<file path="src/hw/timer_b_pkg.sv">
`default_nettype none
package timer_b_pkg;

    // register indices; the byte address on the bus is four times the index
    localparam logic [15:0] MODE_INDEX = 16'hffb2;
    localparam logic [15:0] COUNT_INDEX = 16'hffb3;
    localparam logic [15:0] IRQ_STATUS_INDEX = 16'hffb8;
    localparam logic [15:0] IRQ_MASK_INDEX = 16'hffb9;
    localparam logic [15:0] EDGE_SELECT_INDEX = 16'hffba;
    localparam logic [15:0] PORT_MODE_INDEX = 16'hffbb;

    // byte address split
    localparam int ADDR_INDEX_LO = 2;
    localparam int ADDR_INDEX_HI = 17;
    localparam int ADDR_TOP_LO = 18;
    localparam int ADDR_TOP_HI = 31;
    localparam logic [13:0] ADDR_TOP_ZERO = 14'h0000;

    // mode register layout
    localparam int RELOAD_MODE_BIT = 7;
    localparam int CLK_SEL_HI = 2;
    localparam int CLK_SEL_LO = 0;
    localparam logic [3:0] MODE_RESERVED_ONES = 4'hf;
    localparam logic [7:0] MODE_RESET = 8'h78;

    // one-bit fields of the added registers
    localparam int OVF_FLAG_BIT = 0;
    localparam int OVF_IRQ_EN_BIT = 0;
    localparam int EDGE_RISE_BIT = 0;
    localparam int PIN_FN_BIT = 0;

    // counter values
    localparam logic [7:0] COUNT_RESET = 8'h00;
    localparam logic [7:0] RELOAD_RESET = 8'h00;
    localparam logic [7:0] COUNT_ZERO = 8'h00;
    localparam logic [7:0] COUNT_MAX = 8'hff;
    localparam logic [7:0] COUNT_STEP = 8'h01;

    // clock source codes
    localparam logic [2:0] CLK_SEL_RESET = 3'h0;
    localparam logic [2:0] CLK_SEL_EVENT = 3'h7;
    localparam int TAP_COUNT = 7;

    // log2 of the divide ratio of each prescaler tap, codes 0 to 6
    localparam int PRESCALE_WIDTH = 13;
    localparam int TAP_LOG2_0 = 13;
    localparam int TAP_LOG2_1 = 11;
    localparam int TAP_LOG2_2 = 9;
    localparam int TAP_LOG2_3 = 8;
    localparam int TAP_LOG2_4 = 6;
    localparam int TAP_LOG2_5 = 4;
    localparam int TAP_LOG2_6 = 2;

    // ahb-lite
    localparam logic [1:0] HTRANS_IDLE = 2'h0;
    localparam logic [1:0] HTRANS_NONSEQ = 2'h2;
    localparam logic [1:0] HTRANS_SEQ = 2'h3;
    localparam logic HRESP_OKAY = 1'b0;
    localparam logic [31:0] RDATA_ZERO = 32'h00000000;
    localparam logic [15:0] INDEX_NONE = 16'h0000;

    typedef struct packed {
        logic reload_mode;
        logic [2:0] clk_sel;
        logic [7:0] count;
        logic [7:0] reload;
        logic ovf_flag;
        logic ovf_irq_en;
        logic edge_rise;
        logic pin_fn;
        logic ev_meta;
        logic ev_sync;
        logic ev_prev;
        logic ph_valid;
        logic ph_write;
        logic [15:0] ph_index;
        logic [31:0] rdata;
        logic irq;
    } timer_state_s;

    localparam timer_state_s STATE_RESET = '{
        reload_mode: MODE_RESET[RELOAD_MODE_BIT],
        clk_sel: MODE_RESET[CLK_SEL_HI:CLK_SEL_LO],
        count: COUNT_RESET,
        reload: RELOAD_RESET,
        ovf_flag: 1'b0,
        ovf_irq_en: 1'b0,
        edge_rise: 1'b0,
        pin_fn: 1'b0,
        ev_meta: 1'b0,
        ev_sync: 1'b0,
        ev_prev: 1'b0,
        ph_valid: 1'b0,
        ph_write: 1'b0,
        ph_index: INDEX_NONE,
        rdata: RDATA_ZERO,
        irq: 1'b0
    };

endpackage
`default_nettype wire

</file>
<file path="src/hw/eight_bit_reload_timer.sv">
// Contract
// mode register resets to 0x78
// mode bits 6..3 read one, ignore writes
// mode bit 7 picks interval or reload
// codes 0..6 pick seven prescaler taps
// code 7 counts chosen edge of pin
// software enables pin function before code 7
// 8-bit up counter, readable, not writable
// step from 0xff sets overflow flag
// interrupt only when enable and flag set
// interval overflow returns counter to zero
// reload overflow loads reload register
// reload write also loads the counter
// shared address: read counter, write reload
// counter and reload reset to zero
// counts in interval mode from reset
// halted in low power, mode retained
// single-cycle enable, event pin synchronised
// reload write beats overflow same cycle
`timescale 1ns/10ps
`default_nettype none
module eight_bit_reload_timer (
    // clock and reset
    input wire logic hclk,
    input wire logic hresetn,
    // ahb-lite slave
    input wire logic hsel,
    input wire logic [31:0] haddr,
    input wire logic [1:0] htrans,
    input wire logic hwrite,
    input wire logic [2:0] hsize,
    input wire logic [31:0] hwdata,
    input wire logic hready,
    output logic hreadyout,
    output logic hresp,
    output logic [31:0] hrdata,
    // event input and power state
    input wire logic event_input_pin,
    input wire logic counter_halt,
    // interrupt
    output logic irq
);

    timer_b_pkg::timer_state_s r;
    timer_b_pkg::timer_state_s n;

    logic [timer_b_pkg::TAP_COUNT-1:0] tap_tick;
    logic accept;
    logic ev_edge;
    logic count_en;
    logic overflow;
    logic reload_write;
    logic flag_clear;

    prescaler_taps u_taps (
        .hclk(hclk),
        .hresetn(hresetn),
        .tap_tick(tap_tick)
    );

    // true when the write data phase in flight targets the given register
    function automatic logic wr_hit(input timer_b_pkg::timer_state_s s,
                                    input logic [15:0] index);
        return s.ph_valid && s.ph_write && (s.ph_index == index);
    endfunction

    // mode register as software sees it
    function automatic logic [7:0] mode_value(input timer_b_pkg::timer_state_s s);
        return {s.reload_mode, timer_b_pkg::MODE_RESERVED_ONES, s.clk_sel};
    endfunction

    // one-bit field placed at its position in a word
    function automatic logic [31:0] bit_word(input logic b, input int pos);
        logic [31:0] w;
        w = timer_b_pkg::RDATA_ZERO;
        w[pos] = b;
        return w;
    endfunction

    // read mux, sampled in the address phase so hrdata is a flop
    function automatic logic [31:0] read_value(input timer_b_pkg::timer_state_s s,
                                               input logic [15:0] index);
        logic [31:0] v;
        v = timer_b_pkg::RDATA_ZERO;
        case (index)
            timer_b_pkg::MODE_INDEX: begin
                v[7:0] = mode_value(s);
            end
            timer_b_pkg::COUNT_INDEX: begin
                // reload register is write only; reads see the counter
                v[7:0] = s.count;
            end
            timer_b_pkg::IRQ_STATUS_INDEX: begin
                v = bit_word(s.ovf_flag, timer_b_pkg::OVF_FLAG_BIT);
            end
            timer_b_pkg::IRQ_MASK_INDEX: begin
                v = bit_word(s.ovf_irq_en, timer_b_pkg::OVF_IRQ_EN_BIT);
            end
            timer_b_pkg::EDGE_SELECT_INDEX: begin
                v = bit_word(s.edge_rise, timer_b_pkg::EDGE_RISE_BIT);
            end
            timer_b_pkg::PORT_MODE_INDEX: begin
                v = bit_word(s.pin_fn, timer_b_pkg::PIN_FN_BIT);
            end
            default: begin
                v = timer_b_pkg::RDATA_ZERO;
            end
        endcase
        return v;
    endfunction

    // zero wait states: every transfer completes in its first data cycle
    assign hreadyout = 1'b1;
    assign hresp = timer_b_pkg::HRESP_OKAY;
    assign hrdata = r.rdata;
    assign irq = r.irq;

    always_comb begin
        n = r;

        // event pin: two-flop synchroniser, then an edge detector on the second
        n.ev_meta = event_input_pin;
        n.ev_sync = r.ev_meta;
        n.ev_prev = r.ev_sync;
        if (r.edge_rise) begin
            ev_edge = r.ev_sync && !r.ev_prev;
        end else begin
            ev_edge = !r.ev_sync && r.ev_prev;
        end

        // count enable is one system-clock cycle wide whatever the source
        if (r.clk_sel == timer_b_pkg::CLK_SEL_EVENT) begin
            // pin events are only seen once the pin has its event function
            count_en = ev_edge && r.pin_fn;
        end else begin
            count_en = tap_tick[r.clk_sel];
        end
        // low-power states stop counting; the mode fields are left as they are
        count_en = count_en && !counter_halt;

        overflow = count_en && (r.count == timer_b_pkg::COUNT_MAX);

        if (count_en) begin
            if (overflow) begin
                if (r.reload_mode) begin
                    n.count = r.reload;
                end else begin
                    n.count = timer_b_pkg::COUNT_ZERO;
                end
            end else begin
                n.count = r.count + timer_b_pkg::COUNT_STEP;
            end
        end

        // data phase writes
        reload_write = wr_hit(r, timer_b_pkg::COUNT_INDEX);
        flag_clear = 1'b0;

        if (wr_hit(r, timer_b_pkg::MODE_INDEX)) begin
            n.reload_mode = hwdata[timer_b_pkg::RELOAD_MODE_BIT];
            n.clk_sel = hwdata[timer_b_pkg::CLK_SEL_HI:timer_b_pkg::CLK_SEL_LO];
        end

        if (reload_write) begin
            // written value beats an overflow reload in the same cycle
            n.reload = hwdata[7:0];
            n.count = hwdata[7:0];
        end

        if (wr_hit(r, timer_b_pkg::IRQ_STATUS_INDEX)) begin
            flag_clear = hwdata[timer_b_pkg::OVF_FLAG_BIT];
        end

        if (wr_hit(r, timer_b_pkg::IRQ_MASK_INDEX)) begin
            n.ovf_irq_en = hwdata[timer_b_pkg::OVF_IRQ_EN_BIT];
        end

        if (wr_hit(r, timer_b_pkg::EDGE_SELECT_INDEX)) begin
            n.edge_rise = hwdata[timer_b_pkg::EDGE_RISE_BIT];
        end

        if (wr_hit(r, timer_b_pkg::PORT_MODE_INDEX)) begin
            n.pin_fn = hwdata[timer_b_pkg::PIN_FN_BIT];
        end

        // a new overflow survives a write-one-to-clear in the same cycle
        n.ovf_flag = overflow || (r.ovf_flag && !flag_clear);

        // registered so the pin has no path from the bus
        n.irq = n.ovf_flag && n.ovf_irq_en;

        // address phase
        accept = hsel && hready && htrans[1];
        n.ph_valid = accept;
        n.ph_write = hwrite;
        n.ph_index = timer_b_pkg::INDEX_NONE;
        if (accept && (haddr[timer_b_pkg::ADDR_TOP_HI:timer_b_pkg::ADDR_TOP_LO]
                == timer_b_pkg::ADDR_TOP_ZERO)) begin
            n.ph_index = haddr[timer_b_pkg::ADDR_INDEX_HI:timer_b_pkg::ADDR_INDEX_LO];
        end
        n.rdata = timer_b_pkg::RDATA_ZERO;
        if (accept && !hwrite) begin
            n.rdata = read_value(r, n.ph_index);
        end
    end

    // reset constant sets mode 0x78, counter and reload 0x00
    always_ff @(posedge hclk or negedge hresetn) begin
        if (!hresetn) begin
            r <= timer_b_pkg::STATE_RESET;
        end else begin
            r <= n;
        end
    end

endmodule
`default_nettype wire

</file>
<file path="src/hw/prescaler_taps.sv">
`timescale 1ns/10ps
`default_nettype none
module prescaler_taps (
    // clock and reset
    input wire logic hclk,
    input wire logic hresetn,
    // one-cycle pulse per tap, index is the clock source code
    output logic [timer_b_pkg::TAP_COUNT-1:0] tap_tick
);

    logic [timer_b_pkg::PRESCALE_WIDTH-1:0] div;
    logic [timer_b_pkg::TAP_COUNT-1:0] next_tap_tick;

    // a tap fires once per wrap of its low bits
    function automatic logic wrap(input logic [timer_b_pkg::PRESCALE_WIDTH-1:0] d,
                                  input int log2);
        logic all_ones;
        all_ones = 1'b1;
        for (int i = 0; i < timer_b_pkg::PRESCALE_WIDTH; i++) begin
            if (i < log2) begin
                all_ones = all_ones & d[i];
            end
        end
        return all_ones;
    endfunction

    always_comb begin
        next_tap_tick[0] = wrap(div, timer_b_pkg::TAP_LOG2_0);
        next_tap_tick[1] = wrap(div, timer_b_pkg::TAP_LOG2_1);
        next_tap_tick[2] = wrap(div, timer_b_pkg::TAP_LOG2_2);
        next_tap_tick[3] = wrap(div, timer_b_pkg::TAP_LOG2_3);
        next_tap_tick[4] = wrap(div, timer_b_pkg::TAP_LOG2_4);
        next_tap_tick[5] = wrap(div, timer_b_pkg::TAP_LOG2_5);
        next_tap_tick[6] = wrap(div, timer_b_pkg::TAP_LOG2_6);
    end

    always_ff @(posedge hclk or negedge hresetn) begin
        if (!hresetn) begin
            div <= '0;
            tap_tick <= '0;
        end else begin
            div <= div + 1'b1;
            tap_tick <= next_tap_tick;
        end
    end

endmodule
`default_nettype wire

</file>
<file path="config.mk">
export PLATFORM = sky130hd
export DESIGN_NAME = eight_bit_reload_timer
export DESIGN_NICKNAME = d
export VERILOG_FILES = /design/src/hw/timer_b_pkg.sv /design/src/hw/eight_bit_reload_timer.sv /design/src/hw/prescaler_taps.sv
export SDC_FILE = /design/constraint.sdc
export NUM_CORES = 1
export LEC_CHECK = 0
export ABC_AREA = 1
export BUFFER_PORTS_ARGS = -buffer_cell sky130_fd_sc_hd__clkbuf_2
export CELL_PAD_IN_SITES_DETAIL_PLACEMENT = 1
export CELL_PAD_IN_SITES_GLOBAL_PLACEMENT = 2
export CORE_MARGIN = 8
export CORE_UTILIZATION = 29
export CTS_CLUSTER_SIZE = 24
export DETAILED_ROUTE_END_ITERATION = 12
export PLACE_DENSITY_LB_ADDON = 0.05
export SYNTH_ARGS = -nofsm -noshare
export SYNTH_HDL_FRONTEND = slang
export SYNTH_SLANG_ARGS = --single-unit
</file>
<file path="constraint.sdc">
create_clock -name hclk -period 2.4 [get_ports hclk]
set_clock_uncertainty 0.05 [all_clocks]
set_input_delay 0.12 -clock hclk [delete_from_list [all_inputs] [get_ports hclk]]
set_output_delay 0.12 -clock hclk [all_outputs]
set_load 0.02 [all_outputs]
</file>
# ---- Yosys cells after proc, flatten, opt, wreduce, memory -nomap -nowiden
# Cells that the tools add are included.
dict set report totals {
  regBits 98
  word_cells 86
  in_bits 76
}
dict set report classes {
  reduce_logical 26
  n_bitwise 12
  n_eq_ne 14
  order_cmp 1
  addsub 2
  mux 13
}
# op n
set op_table {}
lappend op_table {{$eq 16x16->1 const B} 12}
lappend op_table {{$pmux 8 s6} 1}
lappend op_table {{$mux 16} 2}
lappend op_table {{$mux 8} 4}
lappend op_table {{$logic_and 1x1->1} 18}
lappend op_table {{$logic_not 14->1} 1}
lappend op_table {{$add 13x1->13 const B} 1}
lappend op_table {{$and 1x1->1} 12}
lappend op_table {{$add 8x1->8 const B} 1}
lappend op_table {{$eq 8x8->1 const B} 1}
lappend op_table {{$logic_not 1->1} 5}
lappend op_table {{$mux 1} 5}
lappend op_table {{$lt 3x4->1 const B} 1}
lappend op_table {{$bmux 1 s3} 1}
lappend op_table {{$eq 3x3->1 const B} 1}
lappend op_table {{$reduce_bool 2->1} 1}
lappend op_table {{$logic_or 1x1->1} 1}

# ---- Longest topological paths before layout
# Gate-level depths: netlist of run 1.
dict set report logic_depth {
  word_depth 12
  ltp_mapped 13
}

# ---- By module
# A second synthesis of run 1 with hierarchy kept.
dict set report hier_totals {
  cells_unflattened 464
  area_unflattened_um2 3811.2
}
# module n_inst area_per_inst_um2 cells_per_inst
set by_module_without_submodules {}
lappend by_module_without_submodules {eight_bit_reload_timer 1 2954.1 375}
lappend by_module_without_submodules {prescaler_taps 1 857.1 89}

# ---- Worst setup path before layout of run 1
# No wires, ideal clock.
dict set report synth_path {
  kind {register to register}
  from {reg r[66] in the netlist's numbering}
  to {reg r[69] in the netlist's numbering}
  stages_incl_launch_ff 11
  slack_ps 695
  t_arrival_ps 1539
  cell_sequence {dfrtp_1 ha_1 nand2_1 nor3_1 nand3_1 nor2_2 inv_1 nand2_1 o21ai_0 nand2_1 nand2_1}
}
dict set report synth_via {
  elab_chain_len 5
  word_cells_on_any_way 6
  cone_classes {add/sub: 1; eq/ne: 1; mux: 3; reduce/logical: 1}
}
# element line
set synth_lines {}
lappend synth_lines {{start, declared} eight_bit_reload_timer.sv:44} ;# timer_b_pkg::timer_state_s r;
lappend synth_lines {{start signal, assigned} eight_bit_reload_timer.sv:210} ;# r <= timer_b_pkg::STATE_RESET;
lappend synth_lines {{start signal, assigned} eight_bit_reload_timer.sv:212} ;# r <= n;
lappend synth_lines {{branches (longest 2 deep; another with $add 8x1->8)} --}
lappend synth_lines {{$mux 8 *} eight_bit_reload_timer.sv:144} ;# if (overflow) begin
lappend synth_lines {{$mux 8 *} eight_bit_reload_timer.sv:143} ;# if (count_en) begin
lappend synth_lines {{$mux 16 *} eight_bit_reload_timer.sv:164} ;# if (reload_write) begin
# Every way passes the cells marked *. The select of a mux whose other input is x is not followed.
# A chain may end at the register's enable or synchronous reset.

# ---- Final worst setup path of run 1
dict set report layout_path {
  from {reg r[75] in the netlist's numbering}
  to {reg r[72] in the netlist's numbering}
}
dict set report layout_via {
  elab_chain_len 8
  word_cells_on_any_way 10
  cone_classes {eq/ne: 1; mux: 6; reduce/logical: 3}
}
# element line
set layout_lines {}
lappend layout_lines {{$bmux 1 s3} eight_bit_reload_timer.sv:136} ;# count_en = tap_tick[r.clk_sel];
lappend layout_lines {{$mux 1 (not written as such)} eight_bit_reload_timer.sv:136}
lappend layout_lines {{$mux 1 *} eight_bit_reload_timer.sv:132} ;# if (r.clk_sel == timer_b_pkg::CLK_SEL_EVENT) begin
lappend layout_lines {{$logic_and 1x1->1 *} eight_bit_reload_timer.sv:139} ;# count_en = count_en && !counter_halt;
lappend layout_lines {{$logic_and 1x1->1} eight_bit_reload_timer.sv:141} ;# overflow = count_en && (r.count == timer_b_pkg::COUNT_MAX);
lappend layout_lines {{$mux 8} eight_bit_reload_timer.sv:144}
lappend layout_lines {{$mux 8} eight_bit_reload_timer.sv:143}
lappend layout_lines {{$mux 16} eight_bit_reload_timer.sv:164}
# Every way passes the cells marked *; elsewhere a longest branch is shown, timed or not. The select of a mux whose other input is x is not followed.

==> run_summary.xml, run 1 <==
<?xml version="1.0" encoding="UTF-8"?>
<metrics>
  <group name="run_status">
    <metric name="status" unit="">finished clean</metric>
  </group>
  <group name="power">
    <metric name="p_per_area" unit="nW/µm²">640.5</metric>
    <metric name="leakage_dissipation" unit="nW">2.392</metric>
    <metric name="vdd.ir_drop.worst" unit="mV">0.2449</metric>
  </group>
  <group name="routing">
    <metric name="drt_drc_violations_left" unit="">0</metric>
    <metric name="detail_route.vias_per_cell" unit="">4.167</metric>
    <metric name="routed_wire_length_per_instance" unit="µm">13.32</metric>
    <metric name="wl" unit="µm">9162</metric>
    <metric name="drt_iter0_markers" unit="">62</metric>
    <metric name="top_signal_layer_used" unit="">met4</metric>
    <metric name="drt-met1-wl" unit="µm">4152</metric>
    <metric name="vias" unit="">2867</metric>
    <metric name="detail-route-antenna-nets" unit="">0</metric>
    <metric name="met2_wirelength" unit="µm">4462</metric>
    <metric name="dr.pass1.iters" unit="">4</metric>
    <metric name="sum_of_met3_wire_segment_lengths_after_detailed_routing" unit="µm">372</metric>
  </group>
  <group name="timing">
    <metric name="slew_violations" unit="">0</metric>
    <metric name="worst_slack" unit="ns">0.4967</metric>
    <metric name="fmax" unit="MHz">525.4</metric>
    <metric name="fin_crit_sh" unit="%">79.31</metric>
    <metric name="final.min_clock_period" unit="ns">1.903</metric>
    <metric name="grt_setup_unrepaired" unit="">false</metric>
    <metric name="setup-tns-final" unit="ns">0</metric>
    <metric name="timing_hold_violations_final" unit="">0</metric>
    <metric name="maxSlewHeadroom" unit="%">57.55</metric>
    <metric name="tightest_slew" unit="ns">0.6367</metric>
    <metric name="setup_viol_count_final" unit="">0</metric>
  </group>
  <group name="placed_design">
    <metric name="detailed_place_hpwl" unit="µm">7028</metric>
    <metric name="placement.io_buffers" unit="">54</metric>
    <metric name="place_congestion" unit="">0.7436</metric>
    <metric name="pre_cts_ws" unit="ns">0.4062</metric>
  </group>
  <group name="synth">
    <metric name="post_synth_top_area_cell" unit="">dfrtp_1</metric>
    <metric name="yosys-top-cells-area" unit="">dfrtp_1 (51%), nand2_1 (8.7%), buf_4 (7.0%), inv_1 (6.4%), nor2_1 (4.9%)</metric>
    <metric name="ys.warnings.count" unit="">0</metric>
    <metric name="syn_area_per_cell" unit="µm²">8.466</metric>
    <metric name="syn-cell-area" unit="µm²">3657</metric>
    <metric name="yosys.area.top_type_share" unit="%">50.63</metric>
    <metric name="synth.lib_cells_used.distinct" unit="">32</metric>
    <metric name="synth_seq_cells" unit="">74</metric>
    <metric name="seq_area_frac_synth" unit="%">50.63</metric>
    <metric name="syn_inst" unit="">432</metric>
  </group>
  <group name="worst_hold_path">
    <metric name="hold_path_end" unit="">r[37]</metric>
    <metric name="timing.hold.worst_path_depth" unit="">3</metric>
    <metric name="hold_path_startpoint" unit="">haddr[6]</metric>
    <metric name="worst_hold_path_type" unit="">in -&gt; reg</metric>
  </group>
  <group name="setup_path">
    <metric name="crit_path_frequent_cell" unit="">nand2_1</metric>
    <metric name="endpoint_kind" unit="">flip-flop</metric>
    <metric name="worst_setup_path_start_kind" unit="">flip-flop</metric>
    <metric name="r2r.worst_path.cells" unit="">10</metric>
    <metric name="worst_path_max_delay_cell" unit="">dfrtp_1</metric>
    <metric name="criticalPathCategory" unit="">reg -&gt; reg</metric>
    <metric name="critical_path.reg2reg.startpoint" unit="">r[75]</metric>
    <metric name="r2r_slack" unit="ns">0.50</metric>
    <metric name="timing.critical_path.fanout_max" unit="">8</metric>
    <metric name="path_cells" unit="">inv_1 &gt; o21ai_0 &gt; o21ai_0 &gt; nand2_1 &gt; nand3_1 &gt; nand2_1 &gt; nand2_1 &gt; inv_1 &gt; a21oi_1 &gt; a21oi_1</metric>
    <metric name="r2r_end" unit="">r[72]</metric>
    <metric name="critical_path_max_stage_delay" unit="ns">0.44</metric>
    <metric name="cp.required" unit="ns">2.57</metric>
    <metric name="cp-startpoint" unit="">r[75]</metric>
    <metric name="arrival" unit="ns">2.07</metric>
  </group>
  <group name="job">
    <metric name="cap_violations" unit="">0</metric>
  </group>
  <group name="clock_tree">
    <metric name="clockRootBuffer" unit="">clkbuf_16</metric>
    <metric name="postCtsSetupBuffers" unit="">0</metric>
    <metric name="cts-buffers-inserted" unit="">9</metric>
    <metric name="cts_max_level" unit="">3</metric>
    <metric name="cts-resized-gates" unit="">0</metric>
    <metric name="clock_sinks" unit="">74</metric>
    <metric name="clockBufferDepth" unit="">2</metric>
    <metric name="clk_transition_reported_paths" unit="ns">0.06</metric>
    <metric name="cts_tree" unit="">done</metric>
    <metric name="post_cts_hold_buffer_count" unit="">22</metric>
    <metric name="clk_latency" unit="ns">0.34</metric>
  </group>
  <group name="layout">
    <metric name="layout.cells.most_common" unit="">nand2_1</metric>
    <metric name="flow.area_growth_from_synthesis" unit="%">23.06</metric>
    <metric name="layout.cells.most_common_list" unit="">nand2_1 (85), dfrtp_1 (74), inv_1 (62)</metric>
    <metric name="share_of_final_layout_standard_cells_stronger_than_drive_strength_1" unit="%">17.44</metric>
    <metric name="finish.net_count" unit="">591</metric>
    <metric name="insertedDiodeCount" unit="">0</metric>
  </group>
  <group name="floorplanning">
    <metric name="die-width" unit="µm">128.3</metric>
    <metric name="initial_core_util" unit="%">29.34</metric>
    <metric name="dieArea" unit="µm²">16460</metric>
    <metric name="die_h" unit="µm">128.3</metric>
    <metric name="design.portCount" unit="">111</metric>
    <metric name="num_rows" unit="">41</metric>
    <metric name="floorplan.core_area" unit="µm²">12470</metric>
  </group>
  <group name="grt">
    <metric name="grt_use_total" unit="%">12.31</metric>
    <metric name="grt.overflow.total" unit="">0</metric>
    <metric name="grt_start_max_net_pins" unit="">33</metric>
    <metric name="wire_length_of_the_first_global_routing_pass" unit="µm">15830</metric>
    <metric name="grt_pass1_vias" unit="">3140</metric>
    <metric name="grt_antenna_before_repair" unit="">0</metric>
  </group>
</metrics>
==> logic make-up (layout without fill, tap and decap cells) <==
group,Yosys count,after routing,synth area share (%)
AND/OR/NAND/NOR,192,192,23.78
buffers and inverters,101,161,13.89
flip-flops,74,74,50.63
AO/OA/AOI/OAI,45,45,6.808
XOR/XNOR,14,14,3.353
adder cells (fa/ha/maj),3,3,1.026
other,2,26,0.2053
multiplexers,1,1,0.3079
==> state kept, by name, summed over array words and instances, names as in the netlist <==
| name | flops |
|---|---|
| u_taps.tap_tick | 7 |
| hrdata | 8 |
| r | 43 |
| u_taps.div | 13 |
| irq | 1 |
| n | 2 |
==> per-layer routing <==
| layer | up-vias | global-route usage, % |
|---|---|---|
| met5 | - | 0 |
| met4 | 0 | 5.664 |
| met3 | 14 | 3.245 |
| met2 | 42 | 20.18 |
| met1 | 1351 | 14.80 |
| li1 | 1460 | - |
==> through the flow <==
step | hold slack, ns | power (mW) | instance area, µm² | util (%) | cells
CTS | 0.004269 | 2.937 | 4501 | 36.10 | 688
detailed placement | 0.1363 | 1.633 | 4010 | 32.17 | 651
global route | 0.01478 | 3.037 | 4501 | 36.10 | 688
global placement | 0.1387 | 1.634 | 4010 | 32.17 | 651
floorplan | -0.2256 | 1.545 | 3747 | - | 456
finish | 0.01745 | 2.883 | 4501 | 36.10 | 688
==> Yosys cell counts (all sizes together) <==
master	count
nor3	12
mux2	1
nand3b	1
nand3	27
o21ai	20
and2	1
and3	3
dfrtp	74
nor2	54
o211ai	7
a31oi	2
inv	64
or2	2
clkbuf	2
nand4	7
conb	2
a21oi	13
xnor2	6
buf	35
o22ai	3
xor2	8
nand2	85
ha	3
==> critical path, delay by kind of cell (launching register included) <==
family                 cells  cell delay [ns]
and+or+nand+nor            4             0.50
buffers and inverters      2             0.31
DFF                        1             0.44
AOI/OAI and AO/OA          4             0.48
==> layout make-up <==
class	count	area [µm²]
Clock buffer	10	239.0
Fill cell	1509	7965
Multi-Input combinational cell	281	1388
Inverter	64	240.2
Timing Repair Buffer	82	535.5
Sequential cell	74	1852
Tap cell	172	215.2
Clock inverter	5	31.28
==> where the power goes <==
part	total [mW]	internal, mW	leakage, nW	switching [mW]
Sequential	1.34	1.29	0.927	0.0463
Clock	1.25	0.718	0.134	0.529
Combinational	0.295	0.114	1.33	0.181
==> how the worst max path moves through the flow <==
| stage | end | slack (ns) |
|---|---|---|
| 6_report | r[72] | 0.50 |
| 5_1_grt | r[72] | 0.16 |
| 4_1_cts | r[72] | 0.44 |
| 3_5_place_dp | hrdata[1] | 0.41 |
| 3_3_place_gp | hrdata[1] | 0.44 |
| 2_1_floorplan | r[69] | 0.69 |
Note: power is estimated with default switching activity, not from simulation.
==> inputs of run 2 (changes only) <==
==> constraint.sdc (replaced) <==
create_clock -name hclk -period 2 [get_ports hclk]
set_clock_uncertainty 0.05 [all_clocks]
set_input_delay 0.1 -clock hclk [delete_from_list [all_inputs] [get_ports hclk]]
set_output_delay 0.1 -clock hclk [all_outputs]
set_load 0.02 [all_outputs]
==> run_summary.xml, run 2 (same netlist as run 1, synthesis figures left out) <==
<?xml version="1.0" encoding="UTF-8"?>
<metrics>
  <group name="clock_tree">
    <metric name="clk_transition_reported_paths" unit="ns">0.06</metric>
    <metric name="postCtsSetupBuffers" unit="">0</metric>
    <metric name="cts_tree" unit="">done</metric>
    <metric name="clockBufferDepth" unit="">2</metric>
    <metric name="cts-buffers-inserted" unit="">9</metric>
    <metric name="clock_sinks" unit="">74</metric>
    <metric name="clk_latency" unit="ns">0.34</metric>
    <metric name="cts_max_level" unit="">3</metric>
    <metric name="clockRootBuffer" unit="">clkbuf_16</metric>
  </group>
  <group name="layout">
    <metric name="layout.cells.most_common_list" unit="">nand2_1 (83), dfrtp_1 (73), inv_1 (61)</metric>
    <metric name="share_of_final_layout_standard_cells_stronger_than_drive_strength_1" unit="%">19.43</metric>
    <metric name="insertedDiodeCount" unit="">0</metric>
    <metric name="final.fill_count" unit="">1524</metric>
    <metric name="layout.cells.most_common" unit="">nand2_1</metric>
    <metric name="finish.net_count" unit="">599</metric>
    <metric name="flow.area_growth_from_synthesis" unit="%">26.79</metric>
    <metric name="max_ffs_per_register" unit="">43</metric>
    <metric name="max_flop_register" unit="">r</metric>
  </group>
  <group name="timing">
    <metric name="timing_hold_violations_final" unit="">0</metric>
    <metric name="setup-tns-final" unit="ns">0</metric>
    <metric name="slew_violations" unit="">0</metric>
    <metric name="fmax" unit="MHz">559.9</metric>
    <metric name="worst_slack" unit="ns">0.2139</metric>
    <metric name="grt_setup_unrepaired" unit="">false</metric>
    <metric name="fin_crit_sh" unit="%">89.31</metric>
    <metric name="setup_viol_count_final" unit="">0</metric>
    <metric name="final.min_clock_period" unit="ns">1.786</metric>
  </group>
  <group name="routing">
    <metric name="dr.pass1.iters" unit="">4</metric>
    <metric name="wl" unit="µm">9290</metric>
    <metric name="drt_drc_violations_left" unit="">0</metric>
    <metric name="drt_iter0_markers" unit="">85</metric>
    <metric name="vias" unit="">2935</metric>
    <metric name="detail_route.vias_per_cell" unit="">4.211</metric>
    <metric name="detail-route-antenna-nets" unit="">0</metric>
    <metric name="routed_wire_length_per_instance" unit="µm">13.33</metric>
  </group>
  <group name="worst_hold_path">
    <metric name="worst_hold_path_type" unit="">in -&gt; reg</metric>
  </group>
  <group name="grt">
    <metric name="grt_antenna_before_repair" unit="">0</metric>
    <metric name="grt_pass1_vias" unit="">3189</metric>
    <metric name="wire_length_of_the_first_global_routing_pass" unit="µm">15790</metric>
    <metric name="grt_use_total" unit="%">12.50</metric>
    <metric name="grt.overflow.total" unit="">0</metric>
    <metric name="grt_start_max_net_pins" unit="">75</metric>
  </group>
  <group name="power">
    <metric name="p_per_area" unit="nW/µm²">808.8</metric>
    <metric name="leakage_dissipation" unit="nW">2.457</metric>
    <metric name="vdd.ir_drop.worst" unit="mV">0.4396</metric>
  </group>
  <group name="floorplanning">
    <metric name="initial_core_util" unit="%">29.34</metric>
    <metric name="floorplan.core_area" unit="µm²">12470</metric>
    <metric name="design.portCount" unit="">111</metric>
    <metric name="dieArea" unit="µm²">16460</metric>
    <metric name="die_h" unit="µm">128.3</metric>
    <metric name="die-width" unit="µm">128.3</metric>
    <metric name="num_rows" unit="">41</metric>
  </group>
  <group name="run_status">
    <metric name="status" unit="">finished clean</metric>
  </group>
  <group name="setup_path">
    <metric name="cp.required" unit="ns">2.18</metric>
    <metric name="worst_setup_path_start_kind" unit="">flip-flop</metric>
    <metric name="timing.critical_path.fanout_max" unit="">7</metric>
    <metric name="endpoint_kind" unit="">flip-flop</metric>
    <metric name="arrival" unit="ns">1.97</metric>
    <metric name="criticalPathCategory" unit="">reg -&gt; reg</metric>
  </group>
  <group name="placed_design">
    <metric name="place_congestion" unit="">0.7198</metric>
    <metric name="pre_cts_ws" unit="ns">0.1330</metric>
    <metric name="placement.io_buffers" unit="">54</metric>
    <metric name="detailed_place_hpwl" unit="µm">7022</metric>
  </group>
  <group name="job">
    <metric name="cap_violations" unit="">0</metric>
  </group>
</metrics>
run 2: power breakdown:
group / switching (mW) / leakage [nW] / internal (mW)
logic: 0.238 / 1.37 / 0.162
registers: 0.0434 / 0.926 / 1.55
clock network: 0.632 / 0.156 / 1.12
total: 0.914 / 2.46 / 2.84
run 2: area by class of cell:
type	instances	area, µm²	area share, %
Sequential cell	74	1853	39.96
Multi-Input combinational cell	281	1398	30.14
Timing Repair Buffer	90	610.6	13.17
Clock buffer	11	242.7	5.235
Inverter	64	240.2	5.181
Tap cell	172	215.2	4.641
Clock inverter	5	77.57	1.673
run 2: critical path, cell delays in order, from the launching register on:
cell	delay [ns]
dfrtp_2	0.46
or2_1	0.24
o211ai_1	0.08
nand3_1	0.09
nand2_1	0.06
nand3_1	0.07
nand2_2	0.11
nor2_2	0.05
buf_4	0.16
o21ai_0	0.14
inv_1	0.06
nand2_1	0.07
nand2_1	0.05
run 2: metal layers:
layer	part of all wire (%)	global-route usage, %	up-vias
met5	0	0	-
met4	2.1	6.503	0
met3	4.7	3.702	12
met2	49	20.92	49
met1	44	14.16	1399
li1	-	-	1475
run 2: worst paths after layout:
check,to,start,slack (ns),cells after the start
max in group asynchronous,r[77],hresetn,1.30,3
min in group asynchronous,hrdata[0],hresetn,0.27,3
min reg2reg,n[51],n[52],0.32,0
max reg2reg,r[70],r[74],0.21,12
max,r[70],r[74],0.21,12
min,r[59],hwdata[1],0.005,3
run 2: stage by stage:
step / power (mW) / util (%) / hold slack [ns] / instances / area (µm²)
after floorplan: 1.854 / - / -0.2456 / 456 / 3747
after global placement: 1.988 / 32.69 / 0.1224 / 658 / 4075
after detailed placement: 1.993 / 32.69 / 0.1247 / 658 / 4075
after CTS: 3.820 / 37.11 / 0.009304 / 697 / 4626
after global routing: 3.956 / 37.20 / 0.03702 / 697 / 4637
final: 3.750 / 37.20 / 0.005129 / 697 / 4637
run 2: what timing repair did:
item,CTS,global route
hold endpoints to repair,100,0
setup endpoints to repair,0,4
resized for setup,0,5
hold buffers,23,0
